`src/design/ldfs_pkg.sv`:
```
// ldfs_pkg: shared constants for the load driver fault supervisor.
// assumes one 100 MHz clock and synchronous active-high reset.
package ldfs_pkg;

   localparam int unsigned CLK_PERIOD_NS = 10;
   // short-to-battery filter time in ns, and its cycle count (rounded up)
   localparam int unsigned SHORT_FILT_NS = 100;
   localparam int unsigned SHORT_FILT_CYC =
      (SHORT_FILT_NS + CLK_PERIOD_NS - 1) / CLK_PERIOD_NS;
   localparam int unsigned CNT_W = 8;
   localparam logic [CNT_W-1:0] CNT_RST = 8'h00;
   localparam logic [1:0] SYNC_RST = 2'h0;
   localparam logic CH_RST = 1'b0;
   localparam int unsigned N_CH = 3;
   localparam int unsigned CH_INJ = 0;
   localparam int unsigned CH_IGN = 1;
   localparam int unsigned CH_REL = 2;

endpackage

```
`src/design/ldfs_top.sv`:
```
// ldfs_top: digital control and fault latching for injector, ignition, relay.
// assumes commands and analog comparator flags arrive as plain logic levels.
// How it works
// - injector output follows command unless protected
// - filtered injector short latches output off
// - injector short raises injector fault flag
// - injector overtemperature forces off, raises fault
// - overvoltage latches injector off until toggle
// - injector open load flagged while off
// - injector shorted load flagged while on
// - injector fault clears on command rising edge
// - ignition high drive on, low drive off
// - ignition overcurrent feedback treated as short
// - ignition short keeps high drive off, low drive on
// - ignition open coil flagged while off
// - overvoltage latches ignition off until edge
// - ignition fault holds until command rising edge
// - relay output follows command unless protected
// - filtered relay short latches off, faults
// - relay overtemperature forces off, raises fault
// - overvoltage latches relay off until toggle
// - relay open load flagged while off
// - relay shorted load flagged while on
// - relay fault holds until command rising edge
// - fault flags rest low after reset
`timescale 1ns/1ns
module ldfs_top
   import ldfs_pkg::*;
#(
   parameter int unsigned FILT_CYC = SHORT_FILT_CYC
)
(
   input  wire logic ref_clk_i,
   input  wire logic rst_i,
   input  wire logic injector_command_i,
   input  wire logic ignition_command_i,
   input  wire logic relay_command_i,
   input  wire logic main_supply_ov_i,
   input  wire logic injector_short_i,
   input  wire logic injector_overtemp_i,
   input  wire logic injector_open_i,
   input  wire logic ignition_feedback_sense_over_i,
   input  wire logic ignition_feedback_sense_open_i,
   input  wire logic ignition_overtemp_i,
   input  wire logic relay_short_i,
   input  wire logic relay_overtemp_i,
   input  wire logic relay_open_i,
   output logic      injector_output_o,
   output logic      ignition_high_drive_o,
   output logic      ignition_low_drive_o,
   output logic      relay_output_o,
   output logic      injector_fault_flag_o,
   output logic      ignition_fault_flag_o,
   output logic      relay_fault_flag_o
);

   typedef struct packed {
      logic [N_CH-1:0][1:0]       cmd_s;
      logic [N_CH-1:0]            cmd_prev;
      logic [N_CH-1:0][1:0]       sht_s;
      logic [N_CH-1:0][1:0]       ot_s;
      logic [N_CH-1:0][1:0]       opn_s;
      logic [1:0]                 ov_s;
      logic [N_CH-1:0][CNT_W-1:0] filt;
      logic [N_CH-1:0]            lock;
      logic [N_CH-1:0]            flt;
      logic [N_CH-1:0]            on;
   } ldfs_state_t;

   ldfs_state_t st_r;
   ldfs_state_t st_nxt;

   logic [N_CH-1:0] cmd_raw;
   logic [N_CH-1:0] sht_raw;
   logic [N_CH-1:0] ot_raw;
   logic [N_CH-1:0] opn_raw;

   assign cmd_raw = {relay_command_i, ignition_command_i, injector_command_i};
   assign sht_raw = {relay_short_i, ignition_feedback_sense_over_i, injector_short_i};
   assign ot_raw  = {relay_overtemp_i, ignition_overtemp_i, injector_overtemp_i};
   assign opn_raw = {relay_open_i, ignition_feedback_sense_open_i, injector_open_i};

   function automatic logic [1:0] sync_step(input logic [1:0] s, input logic d);
      sync_step = {s[0], d};
   endfunction

   // next short filter count; restarts when the short drops or the drive is off
   // saturates at the limit so a long short cannot wrap it
   function automatic logic [CNT_W-1:0] filt_step(input logic [CNT_W-1:0] cnt,
                                                  input logic             hit);
      if (!hit)
      begin
         filt_step = CNT_RST;
      end
      else if (cnt < CNT_W'(FILT_CYC))
      begin
         filt_step = cnt + CNT_W'(1);
      end
      else
      begin
         filt_step = cnt;
      end
   endfunction

   // filter expires on the cycle the count would reach its limit
   // one cycle early, so the drive drops right at the limit
   function automatic logic filt_done(input logic [CNT_W-1:0] cnt,
                                      input logic             hit);
      filt_done = hit && (cnt + CNT_W'(1) >= CNT_W'(FILT_CYC));
   endfunction

   // rising edge between two synced samples
   function automatic logic rise_of(input logic cur, input logic prev);
      rise_of = cur && !prev;
   endfunction

   // drive allowed only with no latch, no overtemp, no overvoltage
   // overtemp does not latch: the drive returns once it clears
   function automatic logic drive_ok(input logic cmd,
                                     input logic lock,
                                     input logic hot,
                                     input logic ovv);
      drive_ok = cmd && !lock && !hot && !ovv;
   endfunction

   // second sync stages: the only copies the latch logic may read
   // first stages may still be settling, so nothing else reads them
   logic [N_CH-1:0] cmd_q;
   logic [N_CH-1:0] sht_q;
   logic [N_CH-1:0] ot_q;
   logic [N_CH-1:0] opn_q;
   logic            ov_q;

   always_comb
   begin
      ov_q = st_r.ov_s[1];
      for (int c = 0; c < N_CH; c++)
      begin
         cmd_q[c] = st_r.cmd_s[c][1];
         sht_q[c] = st_r.sht_s[c][1];
         ot_q[c]  = st_r.ot_s[c][1];
         opn_q[c] = st_r.opn_s[c][1];
      end
   end

   // per channel: filter, latch, flag and drive, in that order
   always_comb
   begin
      logic cmd;
      logic rise;
      logic sht;
      logic ot;
      logic opn;
      logic ov;
      logic drv;
      logic filt_hit;
      logic load_short;
      logic open_seen;
      logic unlock_ok;

      // overvoltage is shared by all three channels
      cmd        = 1'b0;
      rise       = 1'b0;
      sht        = 1'b0;
      ot         = 1'b0;
      opn        = 1'b0;
      ov         = ov_q;
      drv        = 1'b0;
      filt_hit   = 1'b0;
      load_short = 1'b0;
      open_seen  = 1'b0;
      unlock_ok  = 1'b0;
      st_nxt     = st_r;

      st_nxt.ov_s = sync_step(st_r.ov_s, main_supply_ov_i);

      for (int c = 0; c < N_CH; c++)
      begin
         st_nxt.cmd_s[c] = sync_step(st_r.cmd_s[c], cmd_raw[c]);
         st_nxt.sht_s[c] = sync_step(st_r.sht_s[c], sht_raw[c]);
         st_nxt.ot_s[c]  = sync_step(st_r.ot_s[c], ot_raw[c]);
         st_nxt.opn_s[c] = sync_step(st_r.opn_s[c], opn_raw[c]);

         cmd = cmd_q[c];
         sht = sht_q[c];
         ot  = ot_q[c];
         opn = opn_q[c];
         drv = st_r.on[c];
         st_nxt.cmd_prev[c] = cmd;
         rise = rise_of(cmd, st_r.cmd_prev[c]);

         st_nxt.filt[c] = filt_step(st_r.filt[c], sht && drv);
         filt_hit       = filt_done(st_r.filt[c], sht && drv);
         load_short     = sht && drv;
         // open load only means something with the drive off
         // open load while off
         open_seen      = opn && !drv;

         // unlock first, so a latch cause in the same cycle wins
         // unlock needs clean toggle
         unlock_ok = rise && !sht && !ov;
         if (unlock_ok)
         begin
            st_nxt.lock[c] = 1'b0;
         end
         if (filt_hit)
         begin
            st_nxt.lock[c] = 1'b1;
         end
         if (ov)
         begin
            st_nxt.lock[c] = 1'b1;
         end

         if (rise)
         begin
            st_nxt.flt[c] = 1'b0;
         end
         // causes follow the clear so a live fault wins
         // short raises flag
         if (filt_hit)
         begin
            st_nxt.flt[c] = 1'b1;
         end
         if (load_short)
         begin
            st_nxt.flt[c] = 1'b1;
         end
         if (ot)
         begin
            st_nxt.flt[c] = 1'b1;
         end
         if (ov)
         begin
            st_nxt.flt[c] = 1'b1;
         end
         if (open_seen)
         begin
            st_nxt.flt[c] = 1'b1;
         end

         st_nxt.on[c] = drive_ok(cmd, st_nxt.lock[c], ot, ov);
      end
      if (rst_i)
      begin
         st_nxt = '0;
      end
   end

   // all outputs and flags low after reset, except ignition low drive, which is high
   always_ff @(posedge ref_clk_i)
   begin
      st_r <= st_nxt;
   end

   assign injector_output_o     = st_r.on[CH_INJ];
   assign ignition_high_drive_o = st_r.on[CH_IGN];
   assign ignition_low_drive_o  = ~st_r.on[CH_IGN];
   assign relay_output_o        = st_r.on[CH_REL];
   assign injector_fault_flag_o = st_r.flt[CH_INJ];
   assign ignition_fault_flag_o = st_r.flt[CH_IGN];
   assign relay_fault_flag_o    = st_r.flt[CH_REL];

endmodule

```
`config.mk`:
```
export PLATFORM = sky130hd
export DESIGN_NAME = ldfs_top
export DESIGN_NICKNAME = d
export VERILOG_FILES = /design/src/design/ldfs_pkg.sv /design/src/design/ldfs_top.sv
export SDC_FILE = /design/constraint.sdc
export NUM_CORES = 1
export LEC_CHECK = 0
export BUFFER_PORTS_ARGS = -buffer_cell sky130_fd_sc_hd__buf_4
export CAP_MARGIN = 20
export CORE_UTILIZATION = 25
export DETAILED_ROUTE_END_ITERATION = 10
export GPL_ROUTABILITY_DRIVEN = 0
export SYNTH_ARGS = -nofsm -noshare
export SYNTH_HDL_FRONTEND = slang
export SYNTH_SLANG_ARGS = --single-unit
```
`constraint.sdc`:
```
create_clock -name ref_clk_i -period 1.9 [get_ports ref_clk_i]
set_input_delay 0.285 -clock ref_clk_i [delete_from_list [all_inputs] [get_ports ref_clk_i]]
set_output_delay 0.285 -clock ref_clk_i [all_outputs]
set_load 0.01 [all_outputs]
```
Yosys cells after proc, flatten, opt, wreduce, memory -nomap -nowiden
Cells that the tools add are included.
- bits in registers: 62
- bits of input ports: 15
- logic and storage cells: 111
- output and inout bits: 7
- bitwise operators: 4
- add/subtract/negate cells: 3
- muxes and demuxes: 27
- $lt $le $gt $ge: 6
- reduce and logical (&&, ||, !) cells: 49
- operators with widths (kind ; number):
    $logic_and A1 B1 Y1 ; 27
    $mux W1 ; 27
    $add A8 B1 Y8 const B ; 3
    $ge A8 B4 Y1 const B ; 3
    $lt A8 B4 Y1 const B ; 3
    $reduce_bool A6 Y1 ; 3
    $logic_not A1 Y1 ; 16
    $reduce_or A2 Y1 ; 3
    $not A1 Y1 ; 4

Depth between registers and ports, before layout
Gate-level depths: netlist of run 1.
- depth in word-level cells: 11
- depth in mapped cells: 8
- mapped depth without buffers: 7

Least setup slack after synthesis of run 1
Ideal clock, no wire load.
- path kind: register to register
- start point: reg st_r[10] (netlist name)
- end point: reg st_r, in the netlist injector_output_o
- library setup time: 0.115 ns
- clock period less this slack: 1.811 ns
- setup slack: 0.089 ns
- required time: 1.785 ns
- buffers on the path: 0
- arrival time: 1.696 ns
- cell stages (with the launch flop): 8
- cell sequence: dfxtp_1 -> inv_1 -> ha_1 -> or3b_1 -> a21oi_1 -> a2111oi_0 -> nor4b_2 -> and3_1
- word-level cells in the longest chain between the ends: 9
- ends and longest elaborated chain (element ; RTL line ; source):
    start, declared ; ldfs_top.sv:70 ; ldfs_state_t st_r;
    start signal, assigned ; ldfs_top.sv:253 ; st_r <= st_nxt;
    $add A8 B1 Y8 ; ldfs_top.sv:109 ; filt_done = hit && (cnt + CNT_W'(1) >= CNT_W'(FILT_CYC));
    $ge A8 B4 Y1 ; ldfs_top.sv:109 ;
    $logic_and A1 B1 Y1 ; ldfs_top.sv:109 ;
    $mux W1 ; ldfs_top.sv:206 ; if (filt_hit)
    $mux W1 ; ldfs_top.sv:210 ; if (ov)
    $logic_not A1 Y1 ; ldfs_top.sv:123 ; drive_ok = cmd && !lock && !hot && !ovv;
    $logic_and A1 B1 Y1 (3 in a row) ; ldfs_top.sv:123 ;
Every way passes these cells.
A chain may end at the register's enable or synchronous reset.

Worst setup path after layout of run 1
Same ends and word-level chain as after synthesis.

==> impl_metrics.ini, run 1 <==
[status]
status = finished clean

[power_and_ir_drop]
ir_drop_uv = 686
netSwitchingFraction_pct = 21.3
p_int_mw = 2.13
pwr-share-seq_pct = 49.9
leakage_nw = 1.14
p_switching_mw = 0.574
clkPwrFrac_pct = 46.7
fin_total_pwr_mw = 2.70
pwr-share-comb_pct = 3.5
p_per_area_mw_per_mm2 = 888

[timing]
setup_viol = 0
max_clock_freq_mhz = 560
skew_ns = 0.00919
fin_crit_ns = 1.79
worstMarginPinSlew_ns = 0.512
maxSlewHeadroom_pct = 65.6
fin_crit_sh_pct = 94.0
finalHoldViolCount = 0
drv_slew = 0

[synthesis]
synthDistinctLibCells = 47
ys_seq_area_share_pct = 50.6
syn-num-nets = 275
yosys_warnings = 0
synthTopCellsByArea = dfxtp_1 51%, nor2b_1 7.1%, nor2_1 4.1%
syn_avg_cell_area_um2 = 9.65
ys.flop_type = dfxtp_1
syn_inst = 254
ys_seq_elements = 62
synth_edf_count = 0
synth_top_cell_by_area = dfxtp_1
synth-async-reset-ratio_pct = 0
synthesis.area_mm2 = 0.00245
netlist.area_leader.share_pct = 50.6

[setup_path]
cp.arrival_ns = 2.06
crit_type = reg -> reg
crit_chain = inv_1, ha_4, or3b_4, a21oi_2, a2111oi_2, nor4b_2, and3_1
r2r_setup_slack_ns = 0.11
reg2reg_from = st_r[10]
crit_family = simple AND/OR/NAND/NOR gates
crit_path_max_fanout = 3
ff2ff_path_depth = 7
crit_slowest_cell = or3b_4
max_stage_delay_ns = 0.37
cp-end-kind = flop
start_kind = flop
cp.required_ns = 2.17
r2r-end = injector_output_o
critPathBufInv = 1

[clock_network]
clk_pin_slew_ns = 0.07
cts.sinks = 62
htree_levels = 3
cts_buffers = 9
cts_tree = built
insertion_delay_ns = 0.33
cts-root-buf = clkbuf_8
clk_path_buf_depth = 2

[route]
drt_iter0_markers = 40
num_vias = 1780
drtAntennaViolNets = 0
dr.pass1.iters = 4
wl_mm = 4.27
viasPerCell = 4.27
drc_errors = 0
wl_per_cell_um = 10.2

[placement]
port_buffers = 21
dp_cells = 400
dp_hpwl_mm = 2.81

[layout]
fill_cells = 974
final_nets = 304
syn2layout_area_growth_pct = 24.0
drive_above_1_share_pct = 21.5
final_common_cell = dfxtp_1
regArea_mm2 = 0.00125
stdcell_count = 417
n_antenna_cell = 0
layout_common_cells = 59 x dfxtp_1, 28 x nor2b_1, 27 x nor2_1
multi_input_comb_area_mm2 = 0.00118

[die]
die-area_mm2 = 0.0102
pin_count = 22
dieHeight_um = 101
coreArea_mm2 = 0.00937
initial_utilization_pct = 26.2
die_w_um = 101
std_cell_rows = 35

[global_routing]
antenna_found_initial = 0
grt_use_total_pct = 9.18
grt_overflow_total = 0
grt_pass1_wl_mm = 7.31
grt_pass1_vias = 1719
grt_max_degree = 42

[hold_path]
min_path_type = in -> reg
min_from = ignition_command_i
whs_path_depth = 2
hold_path_end = st_r[58]

[flow_run]
cap_violations = 0
## cell type report
type / instances / share of cell area (%)
Tap cell: 129 / 5.31
Timing Repair Buffer: 26 / 6.42
Multi-Input combinational cell: 175 / 38.8
Clock buffer: 9 / 4.07
Inverter: 9 / 1.11
Sequential cell: 62 / 41.0
Clock inverter: 7 / 3.25
## flip-flops by register name (all words and copies together), names as in the netlist, 3 cells and up
register  flops
ot_q          3
cmd_q         3
sht_q         3
opn_q         3
st_r         43
## cells by family (layout without fill, tap and decap cells)
kind of cell / Yosys count / count (layout) / synth area share (%)
AO/OA/AOI/OAI: 48 / 48 / 13.6
multiplexers: 2 / 2 / 0.816
AND/OR/NAND/NOR: 110 / 110 / 25.5
flip-flops: 62 / 62 / 50.6
XOR/XNOR: 9 / 9 / 3.21
buffers and inverters: 17 / 51 / 3.16
adder cells (fa/ha/maj): 6 / 6 / 3.06
## metal layers
metal	track usage, %	part of all wire, %	up-vias
met5	0	0	-
met4	5.80	1.9	0
met3	2.29	2.5	8
met2	15.7	49	23
met1	10.2	47	813
li1	-	-	936
## power groups by stage
stage / Combinational [mW] / Clock [mW] / Sequential [mW]
after global placement: 0.0938 / 0 / 1.38
after floorplan: 0.0493 / 0 / 1.38
final: 0.0935 / 1.26 / 1.35
after global routing: 0.104 / 1.36 / 1.35
after detailed placement: 0.0948 / 0 / 1.38
after CTS: 0.0950 / 1.30 / 1.35
## repair_timing
action / in CTS / in global routing
buffers inserted: 0 / 1
setup endpoints to repair: 1 / 4
hold buffers: 0 / 0
pin swaps: 0 / 3
resized for setup: 1 / 11
gates cloned: 0 / 0
## synthesized netlist by cell type, types with 5 or more instances
cell type,number
dfxtp_1,62
nor2_1,27
nor2b_1,28
xor2_1,5
o21ai_0,9
and2_1,11
a21oi_1,13
ha_1,6
inv_1,9
nand3_1,8
nand2_1,12
a41oi_1,6
## worst register-to-register path: stages (launching register included)
cell and delay (ns):
dfxtp_2 0.34, inv_1 0.06, ha_4 0.27, or3b_4 0.37, a21oi_2 0.14, a2111oi_2 0.07, nor4b_2 0.30, and3_1 0.18
## metrics by stage
stage / hold slack (ns) / util, % / setup WS, ns / setup TNS [ns] / cell area [um2]
after CTS: 0.142 / 31.8 / 0.0373 / 0 / 2980
after detailed placement: 0.423 / 29.4 / 0.0204 / 0 / 2760
final: 0.161 / 32.5 / 0.114 / 0 / 3040
after floorplan: 0.413 / - / 0.0889 / 0 / 2450
after global placement: 0.424 / 29.4 / 0.0904 / 0 / 2760
after global routing: 0.147 / 32.5 / -0.0137 / -0.0137 / 3040
## how the worst max path moves through the flow
stage,cells after the start,startpoint,slack [ns],to
6_report,7,st_r[10],0.11,injector_output_o
5_1_grt,6,st_r[9],-0.01,injector_output_o
4_1_cts,6,st_r[17],0.04,ignition_high_drive_o
3_5_place_dp,7,st_r[18],0.02,ignition_high_drive_o
3_3_place_gp,7,st_r[18],0.09,ignition_high_drive_o
2_1_floorplan,7,st_r[10],0.09,injector_output_o
No activity file was read; power rests on OpenSTA's default activity.
==> inputs of run 2 (changes only) <==
clock period = 1.5 ns   (was 1.9 ns; I/O delays follow)
==> run 2 against run 1 <==
Against the previous run:
- the flow now finishes with violations (negative setup slack)
- combinational power increased by 29%
- non-clock buffer count up 17
- register-to-register slack lost 0.37 ns
- wire length grew 5.4%
- critical endpoint unchanged
- final cell count rose by 4.1%
- clock skew decreased by 0.0032 ns
- worst hold slack got worse by 0.061 ns
- total power increased by 32%
==> impl_metrics.ini, run 2 (synthesis results as in run 1) <==
[die]
die_w_um = 101
dieHeight_um = 101
die-area_mm2 = 0.0102
std_cell_rows = 35
initial_utilization_pct = 26.2
pin_count = 22
coreArea_mm2 = 0.00937

[power_and_ir_drop]
fin_total_pwr_mw = 3.56
leakage_nw = 1.24
p_per_area_mw_per_mm2 = 1110
ir_drop_uv = 613

[placement]
dp_cells = 414
place_worst_setup_slack_ns = -0.258
port_buffers = 21
place_area_mm2 = 0.00290
dp_hpwl_mm = 3.12

[setup_path]
max_stage_delay_ns = 0.37
ff2ff_path_depth = 7
cp.arrival_ns = 2.03
crit_family = simple AND/OR/NAND/NOR gates
r2r_setup_slack_ns = -0.25
crit_chain = inv_2, ha_4, or3b_4, a21oi_2, a2111oi_2, nor4b_2, and3_1
start_kind = flop
cp.required_ns = 1.77
r2r-end = injector_output_o
reg2reg_from = st_r[10]
crit_path_max_fanout = 3
cp-end-kind = flop
worst-path-stages = 7
critPathBufInv = 1
crit_type = reg -> reg
crit_slowest_cell = or3b_4

[global_routing]
antenna_found_initial = 0
globalRouteMet1Util_pct = 12.0
busiest_layer = met2
grt_use_total_pct = 9.64
grt_overflow_total = 0
grt_pass1_wl_mm = 7.59
grtUsageMet3_pct = 3.33
grt_use_met2_pct = 15.2
grt_max_degree = 42
grt_pass1_vias = 1695

[timing]
maxSlewHeadroom_pct = 73.4
finalSetupTns_ns = -0.593
fin_crit_sh_pct = 117
fin_ws_ns = -0.252
rsz0062_at_grt = true
hold_ws_ns = 0.101
worstMarginPinSlew_ns = 0.399
fin_crit_ns = 1.75
setup_viol = 4
drv_slew = 0
max_clock_freq_mhz = 571
finalHoldViolCount = 0
skew_ns = 0.00599

[route]
drt_iter0_markers = 91
dr.pass1.iters = 4
wl_per_cell_um = 10.4
num_vias = 1789
drtAntennaViolNets = 0
wl_mm = 4.50
viasPerCell = 4.12
drc_errors = 0

[clock_network]
insertion_delay_ns = 0.33
htree_levels = 3
cts_tree = built
clk_pin_slew_ns = 0.07
holdBufCountCts = 0
cts.sinks = 62
clk_path_buf_depth = 2
cts_buffers = 9
cts-root-buf = clkbuf_8

[layout]
layout_common_cells = 55 x dfxtp_1, 43 x buf_4, 28 x nor2b_1
final_nets = 321
drive_above_1_share_pct = 27.9
syn2layout_area_growth_pct = 30.7
n_antenna_cell = 0
final_common_cell = dfxtp_1
largest_register_ffs = 43
design_area_mm2 = 0.00320
fill_cells = 985
regMostFlops = st_r
stdcell_count = 434
utilization_pct = 34.2

[status]
status = complete, but fails checks
violations = negative setup slack

[hold_path]
hold_path_end = st_r[43]
whs_path_depth = 2
min_path_type = in -> reg
min_from = ignition_overtemp_i

[flow_run]
cap_violations = 0
run 2: what timing repair did:
action	CTS	global route
setup buffers	3	1
cloned	0	0
setup endpoints to repair	4	8
pin swaps	1	2
gates resized for setup	5	5
run 2: area by class of cell:
class	instances	area (um2)	area share, %
Clock buffer	10	128	3.98
Tap cell	129	161	5.04
Timing Repair Buffer	43	323	10.1
Sequential cell	62	1250	39.2
Clock inverter	6	109	3.40
Multi-Input combinational cell	175	1190	37.2
Inverter	9	36.3	1.13
run 2: worst max-delay path by stage:
stage,from,endpoint
finish,st_r[10],injector_output_o
global route,st_r[10],injector_output_o
CTS,st_r[10],injector_output_o
detailed placement,st_r[10],injector_output_o
global placement,st_r[10],injector_output_o
floorplan,st_r[10],injector_output_o
run 2: power breakdown:
group	switching [mW]	internal, mW
clock network	0.628	1.10
logic	0.0516	0.0696
registers	0.0168	1.69
total	0.696	2.86
run 2: routing by layer:
metal  up-vias  share of wire, %
met5         -                 0
met2        26                45
met4         0               1.2
met3         5               3.4
li1        970                 -
met1       788                50
==> inputs of run 3 (changes only) <==
clock period = 1.6 ns   (was 1.5 ns; I/O delays follow)
==> run 3 against run 2 <==
Against the previous run:
- the flow still finishes with violations (negative setup slack)
- die area is the same
- critical path depth did not move
- flip-flop and latch count did not move
- final area down 3.9%
- worst hold slack worse by 0.0047 ns
- largest power group is now sequential cells
==> impl_metrics.ini, run 3 (synthesis results as in run 1) <==
[layout]
final_common_cell = dfxtp_1
final_nets = 313
utilization_pct = 32.9
n_antenna_cell = 0
regMostFlops = st_r
largest_register_ffs = 43
stdcell_count = 426
syn2layout_area_growth_pct = 25.6
layout_common_cells = 55 x dfxtp_1, 35 x buf_4, 27 x nor2_1, 27 x nor2b_1
drive_above_1_share_pct = 25.6
fill_cells = 1000
design_area_mm2 = 0.00308

[power_and_ir_drop]
ir_drop_uv = 469
leakage_nw = 1.18
p_int_mw = 2.22
p_switching_mw = 0.735
p_per_area_mw_per_mm2 = 961
netSwitchingFraction_pct = 24.8
pwr-share-comb_pct = 3.8
pwr-share-seq_pct = 54.0
clkPwrFrac_pct = 42.2

[placement]
dp_hpwl_mm = 3.10
dp_cells = 409
place_worst_setup_slack_ns = -0.128
port_buffers = 21
place_area_mm2 = 0.00286

[timing]
worstMarginPinSlew_ns = 0.425
skew_ns = 0.00811
fin_crit_sh_pct = 108
setup_viol = 3
fin_ws_ns = -0.125
maxSlewHeadroom_pct = 71.7
finalHoldViolCount = 0
drv_slew = 0
rsz0062_at_grt = true
hold_ws_ns = 0.0961
fin_crit_ns = 1.72
max_clock_freq_mhz = 580

[setup_path]
r2r_setup_slack_ns = -0.12
cp-end-kind = flop
max_stage_delay_ns = 0.36
crit_type = reg -> reg
start_kind = flop
r2r-end = injector_output_o
reg2reg_from = st_r[10]
crit_slowest_cell = dfxtp_4
cp.required_ns = 1.89
cp.arrival_ns = 2.02
ff2ff_path_depth = 7
crit_path_max_fanout = 3
crit_chain = inv_2, ha_4, or3b_1, a21oi_2, a2111oi_2, nor4b_2, and3_1

[global_routing]
antenna_found_initial = 0
grt_overflow_total = 0
grt_use_total_pct = 10.1
grt_max_degree = 42
grt_pass1_vias = 1734
grt_pass1_wl_mm = 7.73

[die]
dieHeight_um = 101
std_cell_rows = 35
die-area_mm2 = 0.0102
initial_utilization_pct = 26.2
pin_count = 22
die_w_um = 101
coreArea_mm2 = 0.00937

[hold_path]
min_from = ignition_overtemp_i
min_path_type = in -> reg
whs_path_depth = 2
hold_path_end = st_r[43]

[route]
drtAntennaViolNets = 0
num_vias = 1824
drt_iter0_markers = 90
dr.pass1.iters = 4
wl_per_cell_um = 10.7
viasPerCell = 4.28
wl_mm = 4.54
drc_errors = 0

[clock_network]
cts_tree = built
clk_pin_slew_ns = 0.08
cts_buffers = 9
cts.sinks = 62
clk_path_buf_depth = 2
htree_levels = 3
insertion_delay_ns = 0.34
cts-root-buf = clkbuf_8
holdBufCountCts = 0

[flow_run]
cap_violations = 0

[status]
violations = negative setup slack
status = complete, but fails checks
run 3: what timing repair did:
item / CTS / global route
setup endpoints to repair: 3 / 6
endpoints found under the hold margin: 0 / 0
resized for setup: 3 / 5
buffers inserted: 0 / 1
pin swaps: 2 / 0
run 3: layout make-up:
cell class | count | area (um2) | area share (%)
Clock buffer | 9 | 124 | 4.02
Inverter | 9 | 36.3 | 1.18
Tap cell | 129 | 161 | 5.24
Clock inverter | 7 | 57.6 | 1.87
Timing Repair Buffer | 35 | 263 | 8.53
Multi-Input combinational cell | 175 | 1180 | 38.4
Sequential cell | 62 | 1250 | 40.7
run 3: critical path: cells and delay by family (launching register included):
| family | cells | cell delay (ns) |
|---|---|---|
| AO/OA/AOI/OAI | 2 | 0.22 |
| adder cells (fa/ha/maj) | 1 | 0.25 |
| buffers and inverters | 1 | 0.04 |
| flip-flops | 1 | 0.36 |
| AND/OR/NAND/NOR | 3 | 0.80 |
run 3: worst max-delay path by stage:
stage,cells past startpoint,slack (ns),start,end
floorplan,7,-0.08,st_r[10],injector_output_o
global placement,7,-0.09,st_r[10],injector_output_o
detailed placement,7,-0.13,st_r[10],injector_output_o
CTS,7,-0.11,st_r[10],injector_output_o
global route,7,-0.25,st_r[10],injector_output_o
finish,7,-0.12,st_r[10],injector_output_o
run 3: power by group through the flow:
stage	Combinational, mW	Clock (mW)	Sequential [mW]
2_1_floorplan	0.0584	0	1.64
3_5_place_dp	0.113	0	1.64
5_1_grt	0.125	1.36	1.60
4_1_cts	0.113	1.29	1.60
3_3_place_gp	0.111	0	1.64
6_report	0.111	1.25	1.60
run 3: routing by layer:
metal	vias to the layer above	GRT usage, %	share of wire (%)
li1	961	-	-
met1	822	12.1	49
met2	30	15.3	45
met3	11	3.12	3.5
met4	0	7.02	2.8
met5	-	0	0
run 3: per-stage QoR:
step	TNS, ns	power [mW]
floorplan	-0.138	1.69
global placement	-0.158	1.75
detailed placement	-0.234	1.75
CTS	-0.173	3.00
global route	-0.509	3.08
finish	-0.209	2.96
